[src/core/hps_cfg.svh]
// Constants for the host protocol selector.
// Assumes inclusion by the design module only.
`ifndef HPS_CFG_SVH
`define HPS_CFG_SVH
`define HPS_MB_MAX_SEL 8'h07
`define HPS_CHAR_CR 8'h0d
`define HPS_CHAR_LF 8'h0a
`define HPS_CHAR_EQ 8'h3d
`define HPS_CHAR_BANG 8'h21
`define HPS_CHAR_SP 8'h20
`define HPS_CLK_MHZ 100
`define HPS_MB_GAP_US 40
`define HPS_MB_GAP_CYC ((`HPS_MB_GAP_US * `HPS_CLK_MHZ) > 0 ? (`HPS_MB_GAP_US * `HPS_CLK_MHZ) : 1)
`define HPS_LINE_MAX 64
`endif

[src/core/hps_pkg.sv]
// Types for the host protocol selector.
// Assumes the cfg header is compiled alongside.
package hps_pkg;
  typedef enum logic [1:0] {
    HPS_WAIT = 2'b00,
    HPS_MODBUS = 2'b01,
    HPS_TEXT = 2'b10
  } hps_mode_t;
  typedef enum logic [1:0] {
    HPS_CMD_QUERY = 2'b00,
    HPS_CMD_SET = 2'b01,
    HPS_CMD_COIL = 2'b10,
    HPS_CMD_NONE = 2'b11
  } hps_cmd_t;
endpackage

[src/core/hps_selector.sv]
// Host protocol selector: watches the host byte stream, locks a protocol.
// Assumes a byte link delivering one-cycle strobes in the i_mclk domain.
// Assumes the Modbus and text consumers take one-cycle pulses.
`timescale 1ns/100ps
`include "hps_cfg.svh"
module hps_selector #(
  parameter int GAP_CYC = `HPS_MB_GAP_CYC
) (
  input wire logic i_mclk,
  input wire logic i_rst_n,
  input wire logic i_rx_valid,
  input wire logic [7:0] i_rx_data,
  output logic [1:0] o_mode,
  output logic o_mb_valid,
  output logic [7:0] o_mb_data,
  output logic o_mb_sop,
  output logic o_mb_eop,
  output logic o_txt_valid,
  output logic [7:0] o_txt_data,
  output logic o_txt_eol,
  output logic [1:0] o_txt_cmd,
  output logic o_tx_echo
);
  import hps_pkg::*;

  // ----------------------------------------
  // State
  // ----------------------------------------
  // All state of the selector in one register
  typedef struct packed {
    hps_mode_t mode;
    logic in_pkt;
    logic [31:0] gap;
    logic mb_valid;
    logic [7:0] mb_data;
    logic mb_sop;
    logic mb_eop;
    logic txt_valid;
    logic [7:0] txt_data;
    logic txt_eol;
    logic line_start;
    logic [1:0] tok;
    hps_cmd_t cmd;
    logic tx_echo;
  } hps_state_t;

  // Current and next state
  hps_state_t s_reg;
  hps_state_t s_next;

  // Last idle count before a Modbus packet closes
  localparam logic [31:0] GAP_LAST = 32'(GAP_CYC - 1);

  // ----------------------------------------
  // Helpers
  // ----------------------------------------
  // Fold upper case letters to lower case
  function automatic logic [7:0] hps_lower(input logic [7:0] c);
    if (c >= 8'h41 && c <= 8'h5a) begin
      return c | 8'h20;
    end
    return c;
  endfunction

  // A set keyword whose letters are still being matched
  function automatic logic hps_set_open(input hps_cmd_t cmd, input logic [1:0] tok);
    return cmd == HPS_CMD_SET && tok != 2'h3;
  endfunction

  // Byte values 0..7 pick the Modbus protocol
  function automatic logic hps_is_mb_sel(input logic [7:0] b);
    return b <= `HPS_MB_MAX_SEL;
  endfunction

  // ----------------------------------------
  // Next state
  // ----------------------------------------
  always_comb begin
    logic [7:0] c;
    c = hps_lower(i_rx_data);
    s_next = s_reg;
    // Output pulses last a single cycle
    s_next.mb_valid = 1'b0;
    s_next.mb_sop = 1'b0;
    s_next.mb_eop = 1'b0;
    s_next.txt_valid = 1'b0;
    s_next.txt_eol = 1'b0;
    // Nothing received is ever sent back
    s_next.tx_echo = 1'b0;
    // Inter-byte silence closes a Modbus packet
    if (s_reg.mode == HPS_MODBUS && s_reg.in_pkt && !i_rx_valid) begin
      if (s_reg.gap >= GAP_LAST) begin
        s_next.mb_eop = 1'b1;
        s_next.in_pkt = 1'b0;
        s_next.gap = '0;
      end else begin
        s_next.gap = s_reg.gap + 32'h0000_0001;
      end
    end
    // One received byte per strobe
    if (i_rx_valid) begin
      unique case (s_reg.mode)
        HPS_WAIT: begin
          // First byte decides; the byte is also passed on
          if (hps_is_mb_sel(i_rx_data)) begin
            s_next.mode = HPS_MODBUS;
            s_next.mb_valid = 1'b1;
            s_next.mb_data = i_rx_data;
            s_next.mb_sop = 1'b1;
            s_next.in_pkt = 1'b1;
            s_next.gap = '0;
          end else begin
            // Any other value opens a text line
            s_next.mode = HPS_TEXT;
          end
        end
        HPS_MODBUS: begin
          // Locked; byte values no longer affect mode
          s_next.mb_valid = 1'b1;
          s_next.mb_data = i_rx_data;
          s_next.mb_sop = !s_reg.in_pkt;
          s_next.in_pkt = 1'b1;
          s_next.gap = '0;
        end
        HPS_TEXT: begin
          // Locked; every byte except the carriage return is a command character
          s_next.mode = HPS_TEXT;
        end
        default: begin
          // Unused code; settle on the text protocol
          s_next.mode = HPS_TEXT;
        end
      endcase
      // Text path: fold, terminate, classify
      if (s_reg.mode == HPS_TEXT ||
          (s_reg.mode == HPS_WAIT && !hps_is_mb_sel(i_rx_data))) begin
        s_next.txt_data = c;
        if (i_rx_data == `HPS_CHAR_CR) begin
          // Command executes only on the terminator
          s_next.txt_eol = 1'b1;
          s_next.line_start = 1'b1;
          s_next.tok = '0;
          // An empty line or a half-typed set keyword is dropped
          if (s_reg.line_start || hps_set_open(s_reg.cmd, s_reg.tok)) begin
            s_next.cmd = HPS_CMD_NONE;
          end else begin
            s_next.cmd = s_reg.cmd;
          end
        end else begin
          // Ordinary character: forward and classify
          s_next.txt_valid = 1'b1;
          s_next.line_start = 1'b0;
          if (s_reg.line_start) begin
            // Leading token classification
            if (c == `HPS_CHAR_EQ) begin
              s_next.cmd = HPS_CMD_QUERY;
            end else if (c == `HPS_CHAR_BANG) begin
              s_next.cmd = HPS_CMD_COIL;
            end else if (c == 8'h73) begin
              s_next.cmd = HPS_CMD_SET;
              s_next.tok = 2'h1;
            end else begin
              s_next.cmd = HPS_CMD_NONE;
            end
          end else if (hps_set_open(s_reg.cmd, s_reg.tok)) begin
            // Match the remaining letters of the set keyword
            if (s_reg.tok == 2'h1 && c == 8'h65) begin
              s_next.tok = 2'h2;
            end else if (s_reg.tok == 2'h2 && c == 8'h74) begin
              s_next.tok = 2'h3;
            end else begin
              s_next.cmd = HPS_CMD_NONE;
            end
          end
        end
      end
    end
  end

  // ----------------------------------------
  // Registers
  // ----------------------------------------
  // Asynchronous reset; state moves on every rising edge of i_mclk
  always_ff @(posedge i_mclk or negedge i_rst_n) begin
    if (!i_rst_n) begin
      s_reg <= '{mode: HPS_WAIT, line_start: 1'b1, cmd: HPS_CMD_NONE, default: '0};
    end else begin
      s_reg <= s_next;
    end
  end

  // ----------------------------------------
  // Outputs
  // ----------------------------------------
  // Every output comes straight from a flip-flop
  assign o_mode = s_reg.mode;
  assign o_mb_valid = s_reg.mb_valid;
  assign o_mb_data = s_reg.mb_data;
  assign o_mb_sop = s_reg.mb_sop;
  assign o_mb_eop = s_reg.mb_eop;
  assign o_txt_valid = s_reg.txt_valid;
  assign o_txt_data = s_reg.txt_data;
  assign o_txt_eol = s_reg.txt_eol;
  assign o_txt_cmd = s_reg.cmd;
  assign o_tx_echo = s_reg.tx_echo;
  // Sensor and display logic is outside and never gated here
endmodule // hps_selector

[config.mk]
export PLATFORM = sky130hd
export DESIGN_NAME = hps_selector
export DESIGN_NICKNAME = d
export VERILOG_FILES = /design/src/core/hps_pkg.sv /design/src/core/hps_selector.sv
export VERILOG_INCLUDE_DIRS = /design/src /design/src/core
export SDC_FILE = /design/constraint.sdc
export NUM_CORES = 1
export LEC_CHECK = 0
export BUFFER_PORTS_ARGS = -buffer_cell sky130_fd_sc_hd__buf_2
export CAP_MARGIN = 20
export CORE_UTILIZATION = 25
export DETAILED_ROUTE_END_ITERATION = 7
export SYNTH_ARGS = -nofsm -noshare
export SYNTH_HDL_FRONTEND = slang
export SYNTH_SLANG_ARGS = --single-unit
[constraint.sdc]
create_clock -name i_mclk -period 1.9 [get_ports i_mclk]
set_clock_uncertainty 0.2 [all_clocks]
set_input_delay 0.19 -clock i_mclk [delete_from_list [all_inputs] [get_ports i_mclk]]
set_output_delay 0.19 -clock i_mclk [all_outputs]
set_load 0.005 [all_outputs]
After elaboration in Yosys (flattened, before gate mapping)

Cells that the tools add are included.

Register bits: 61
Output and inout port bits: 26
Logic and storage cells: 90
Input bits: 11

Magnitude comparators: 4
Equality and inequality tests: 19
Add/sub/neg operators: 1
Bitwise operators: 1
Muxes and demuxes: 31
Reductions and logical operators: 21

Operators with widths:

| kind                                                                              | number |
|---|---|
| 43-bit 2-to-1 mux                                                                 | 2 |
| 43-bit case mux with 2 select lines                                               | 1 |
| 33-bit 2-to-1 mux                                                                 | 1 |
| 32-bit by 1-bit adder with 32-bit output (second input constant)                  | 1 |
| 32-bit by 12-bit >= comparator with 1-bit output (second input constant)          | 1 |
| 32-bit 2-to-1 mux                                                                 | 1 |
| 15-bit 2-to-1 mux                                                                 | 2 |
| 8-bit by 7-bit equality test with 1-bit output (second input constant)            | 3 |
| 2-bit 2-to-1 mux                                                                  | 12 |
| 8-bit by 6-bit equality test with 1-bit output (second input constant)            | 2 |
| 8-bit 2-to-1 mux                                                                  | 2 |
| 3-bit inequality test (second input constant)                                     | 4 |
| 8-bit by 4-bit equality test with 1-bit output (second input constant)            | 1 |
| 8-bit by 7-bit >= comparator with 1-bit output (second input constant)            | 1 |
| 8-bit by 3-bit less-or-equal comparator with 1-bit output (second input constant) | 1 |
| 8-bit by 7-bit less-or-equal comparator with 1-bit output (second input constant) | 1 |
| 4-bit 2-to-1 mux                                                                  | 2 |
| 1-bit logical AND                                                                 | 7 |
| 7-bit AND reduction                                                               | 1 |
| 2-bit by 1-bit equality test with 1-bit output (second input constant)            | 3 |
| 1-bit 2-to-1 mux                                                                  | 6 |
| 6-bit AND reduction                                                               | 1 |
| 5-bit 2-to-1 mux                                                                  | 1 |
| 2-bit equality test (second input constant)                                       | 2 |
| other kinds (13)                                                                  | 18 |

Logic depth before layout (Yosys ltp)

Word-level depth: 13
Gate-level depth with buffers: 7
Gate-level depth less buffers: 5

Worst setup path before layout

Ideal clock, no wire load.

Path type: register -> register
Start: register s_reg[27] (netlist bit)
End: register s_reg[47] (netlist bit)
Slack: -0.157 ns
Path buffers: 0
Data arrival time: 1.770 ns
Data required time: 1.613 ns
Period minus slack after synthesis: 2.057 ns
Stages on the path, launching flop included: 6
Cell sequence: dfrtp_1 > ha_1 > nand4_2 > or4_1 > or3_1 > a211oi_2

RTL lines:

| what                   | RTL line            | text |
|---|---|---|
| from (decl)            | hps_selector.sv:48  | `hps_state_t s_reg;` |
| from (signal assigned) | hps_selector.sv:188 | `s_reg <= s_next;` |

==> report_table.html <==
<table>
<tr><th>Metric</th><th>Value</th></tr>
<tr><th colspan="2">Drt</th></tr>
<tr><td>Avg WL per Cell</td><td>14.2 um</td></tr>
<tr><td>First DRT Iteration DRCs</td><td>192</td></tr>
<tr><td>Residual antenna-violating net count after detailed routing</td><td>0</td></tr>
<tr><td>Post-route DRC</td><td>0</td></tr>
<tr><td>Overall via count from detail_route</td><td>2584</td></tr>
<tr><td>Final routed wirelength across all metal layers</td><td>7.66 mm</td></tr>
<tr><td>Average vias per placed instance</td><td>4.79</td></tr>
<tr><td>Number of iterations in the first detailed-routing pass</td><td>5</td></tr>
<tr><th colspan="2">Worst hold path</th></tr>
<tr><td>Hold Path Class</td><td>in2reg</td></tr>
<tr><td>Launch point of the worst hold path</td><td>i_rx_data[2]</td></tr>
<tr><th colspan="2">Flow run</th></tr>
<tr><td>Max cap viols</td><td>0</td></tr>
<tr><th colspan="2">Clock network</th></tr>
<tr><td>Max H-tree Level</td><td>3</td></tr>
<tr><td>CTS tree</td><td>built</td></tr>
<tr><td>Clock Sink Count</td><td>61</td></tr>
<tr><td>Total CTS buffers</td><td>9</td></tr>
<tr><td>Cell at the root of the clock tree</td><td>clkbuf_16</td></tr>
<tr><td>Clock transition at path regs</td><td>60 ps</td></tr>
<tr><td>Clk_lat worst skew</td><td>330 ps</td></tr>
<tr><td>Clock Path Buffers</td><td>2</td></tr>
<tr><th colspan="2">Placed design</th></tr>
<tr><td>Placed cell count</td><td>513</td></tr>
<tr><td>Standard cell area after detailed placement</td><td>3620 um2</td></tr>
<tr><td>Gp weighted congestion</td><td>0.777</td></tr>
<tr><td>Total of buffers placed on input and output ports</td><td>35</td></tr>
<tr><td>Detail Placement HPWL</td><td>5.00 mm</td></tr>
<tr><th colspan="2">Logic synthesis</th></tr>
<tr><td>Number of distinct standard cells referenced by the synthesized netlist</td><td>51</td></tr>
<tr><td>Nets in the synthesized netlist</td><td>322</td></tr>
<tr><td>Combined area of all synthesized cells</td><td>3130 um2</td></tr>
<tr><td>Ys async rst share</td><td>1.00</td></tr>
<tr><td>Average instance area after synthesis</td><td>10.1 um2</td></tr>
<tr><td>Gate Count Post-Synth</td><td>310</td></tr>
<tr><td>Sequential-to-total area share from yosys stat</td><td>0.489</td></tr>
<tr><td>Yosys warnings</td><td>0</td></tr>
<tr><td>Post-synth EDFFs</td><td>0</td></tr>
<tr><td>Most frequently used flop master after synthesis</td><td>dfrtp_1</td></tr>
<tr><td>Synthesized flop and latch total</td><td>61</td></tr>
<tr><th colspan="2">Worst setup path</th></tr>
<tr><td>Startpoint type of the worst setup path</td><td>flip-flop</td></tr>
<tr><td>Critical path arrival</td><td>2030 ps</td></tr>
<tr><td>Critical Path Source</td><td>o_mode[1]</td></tr>
<tr><td>Beginning of the worst register-to-register path</td><td>o_mode[1]</td></tr>
<tr><td>Crit path max fanout</td><td>2</td></tr>
<tr><td>Data required time of the worst path</td><td>1940 ps</td></tr>
<tr><td>Critical Path Sink Type</td><td>flip-flop</td></tr>
<tr><td>Setup Crit Path Kind</td><td>reg2reg</td></tr>
<tr><th colspan="2">GRT</th></tr>
<tr><td>Number of antenna violations at the first check in global routing</td><td>0</td></tr>
<tr><td>Maximum number of pins on one net before global-route repair</td><td>42</td></tr>
<tr><td>Vias in the first global route</td><td>2516</td></tr>
<tr><td>Total congestion overflow</td><td>0</td></tr>
<tr><td>Global-route total usage across every layer</td><td>0.117</td></tr>
<tr><td>First-pass GRT wire length</td><td>12.3 mm</td></tr>
<tr><th colspan="2">Timing</th></tr>
<tr><td>Number of setup violations in the final report</td><td>12</td></tr>
<tr><td>Final period utilization</td><td>1.05</td></tr>
<tr><td>Worst slew margin relative to its limit</td><td>0.624</td></tr>
<tr><td>Crit path setup slack, layout</td><td>-96.6 ps</td></tr>
<tr><td>Final worst path period need</td><td>2000 ps</td></tr>
<tr><td>Hold violation count in the final report</td><td>0</td></tr>
<tr><td>RSZ-0062 raised after global routing</td><td>true</td></tr>
<tr><td>Max frequency</td><td>501 MHz</td></tr>
<tr><td>Measured slew at the worst slew-check pin</td><td>559 ps</td></tr>
<tr><td>Worst hold slack</td><td>27.2 ps</td></tr>
<tr><td>Max-slew violation count</td><td>0</td></tr>
<tr><th colspan="2">Power and ir drop</th></tr>
<tr><td>IR drop worst, VDD</td><td>0.569 mV</td></tr>
<tr><td>Leakage power</td><td>0.00184 uW</td></tr>
<tr><td>Power Density</td><td>816 nW/um2</td></tr>
<tr><th colspan="2">Final layout</th></tr>
<tr><td>Share of post-route cells with drive strength above 1</td><td>0.415</td></tr>
<tr><td>Leading cell types in the layout, fill and taps excluded</td><td>dfrtp_1, buf_2, buf_4, nor3_2, nand2_1</td></tr>
<tr><td>Filler-free cell count of the finished design</td><td>539</td></tr>
<tr><td>Final-stage net count</td><td>378</td></tr>
<tr><td>Non-Filler Cell Area, Final</td><td>4320 um2</td></tr>
<tr><td>Final core utilization</td><td>0.356</td></tr>
<tr><td>Multi-input gate area in the final layout</td><td>1590 um2</td></tr>
<tr><td>Flip-flop and latch area</td><td>1530 um2</td></tr>
<tr><td>Most common library cell in the layout ignoring fill and taps</td><td>dfrtp_1</td></tr>
<tr><td>P&amp;R area growth vs syn</td><td>37.8%</td></tr>
<tr><td>Final antenna diode count</td><td>0</td></tr>
<tr><td>Number of fill cells in the layout</td><td>1210</td></tr>
<tr><td>Max FFs per register</td><td>36</td></tr>
<tr><th colspan="2">Die</th></tr>
<tr><td>Num rows</td><td>40</td></tr>
<tr><td>Floorplan die width</td><td>114 um</td></tr>
<tr><td>Initial core utilization</td><td>0.259</td></tr>
<tr><td>Area of the core region</td><td>12100 um2</td></tr>
<tr><td>Total Die Area</td><td>13000 um2</td></tr>
<tr><td>Number of placed I/O pins</td><td>37</td></tr>
<tr><td>Die Ht</td><td>114 um</td></tr>
<tr><th colspan="2">Status</th></tr>
<tr><td>Run status</td><td>finished with violations</td></tr>
<tr><td>Failing checks</td><td>setup timing</td></tr>
</table>
-- routing by layer --
| layer | vias up | routed length (um) | track usage |
|---|---|---|---|
| met5 | - | 0 | 0 |
| met3 | 11 | 174 | 0.0202 |
| met4 | 0 | 107 | 0.0450 |
| met2 | 38 | 3510 | 0.171 |
| li1 | 1250 | - | - |
| met1 | 1285 | 3870 | 0.170 |
-- area by class of cell --
class | instances | share of cell area
Multi-Input combinational cell | 200 | 0.369
Clock inverter | 5 | 0.0188
Sequential cell | 61 | 0.354
Inverter | 14 | 0.0122
Tap cell | 168 | 0.0487
Clock buffer | 11 | 0.0586
Timing Repair Buffer | 80 | 0.138
-- synth_stat cells, types with 7 or more instances --
cell type  instances  area [um2]
a21oi_1            7        35.0
a31oi_1            7        43.8
a41oi_1            7        61.3
buf_2             11        55.1
buf_4             22         165
dfrtp_1           58        1450
inv_1             14        52.6
nand2_1           18        67.6
nand3_1            8        40.0
nand4_1           12        75.1
nor2_1            12        45.0
nor3_1            32         160
nor4_1            13        81.3
o21ai_0            7        35.0
xnor2_1            7        61.3
-- power breakdown --
part	leakage [uW]	total, uW	switching (uW)	internal, uW
Combinational	0.000879	293	145	148
Sequential	0.000799	1420	49.9	1370
Clock	0.000162	1810	586	1220
Total	0.00184	3520	781	2740
-- worst max-delay path, cell delays in order, from the launching register on --
cell and delay [ps]:
dfrtp_1 380, nand4bb_4 210, or4_4 540, or3_4 380
a211oi_2 200
-- cell families after synthesis --
kind of cell / share of synthesized area
adder cells (fa/ha/maj): 0.00399
AND/OR/NAND/NOR: 0.235
XOR/XNOR: 0.0280
flip-flops: 0.489
multiplexers: 0.0248
buffers and inverters: 0.0895
other: 0.00120
AO/OA/AOI/OAI: 0.129
-- metrics by stage --
| step | setup slack [ps] | total power [uW] | setup TNS [ps] |
|---|---|---|---|
| floorplan | -98.0 | 1620 | -98.0 |
| global placement | -63.1 | 1710 | -473 |
| detailed placement | -98.6 | 1720 | -1370 |
| CTS | -92.9 | 3540 | -1500 |
| global route | -178 | 3650 | -2460 |
| finish | -96.6 | 3520 | -648 |
-- path summary, 6_finish.rpt --
path,to,slack [ps],depth (start not counted)
max,s_reg[47],-100,4
min,o_txt_data[2],30,2
max reg2reg,s_reg[47],-100,4
min reg2reg,o_txt_data[1],280,2
max in group asynchronous,s_reg[47],740,3
min in group asynchronous,o_txt_data[7],160,2
-- repair_timing --
item                                   in CTS  in global routing
gates resized for setup                     2                 58
gates cloned                                0                  4
buffers inserted                            0                  3
pin swaps                                   5                 26
endpoints found under the hold margin      23                  0
setup endpoints to repair                  33                 35
hold buffers                                3                  0
Power figures use the tool's default switching activity.
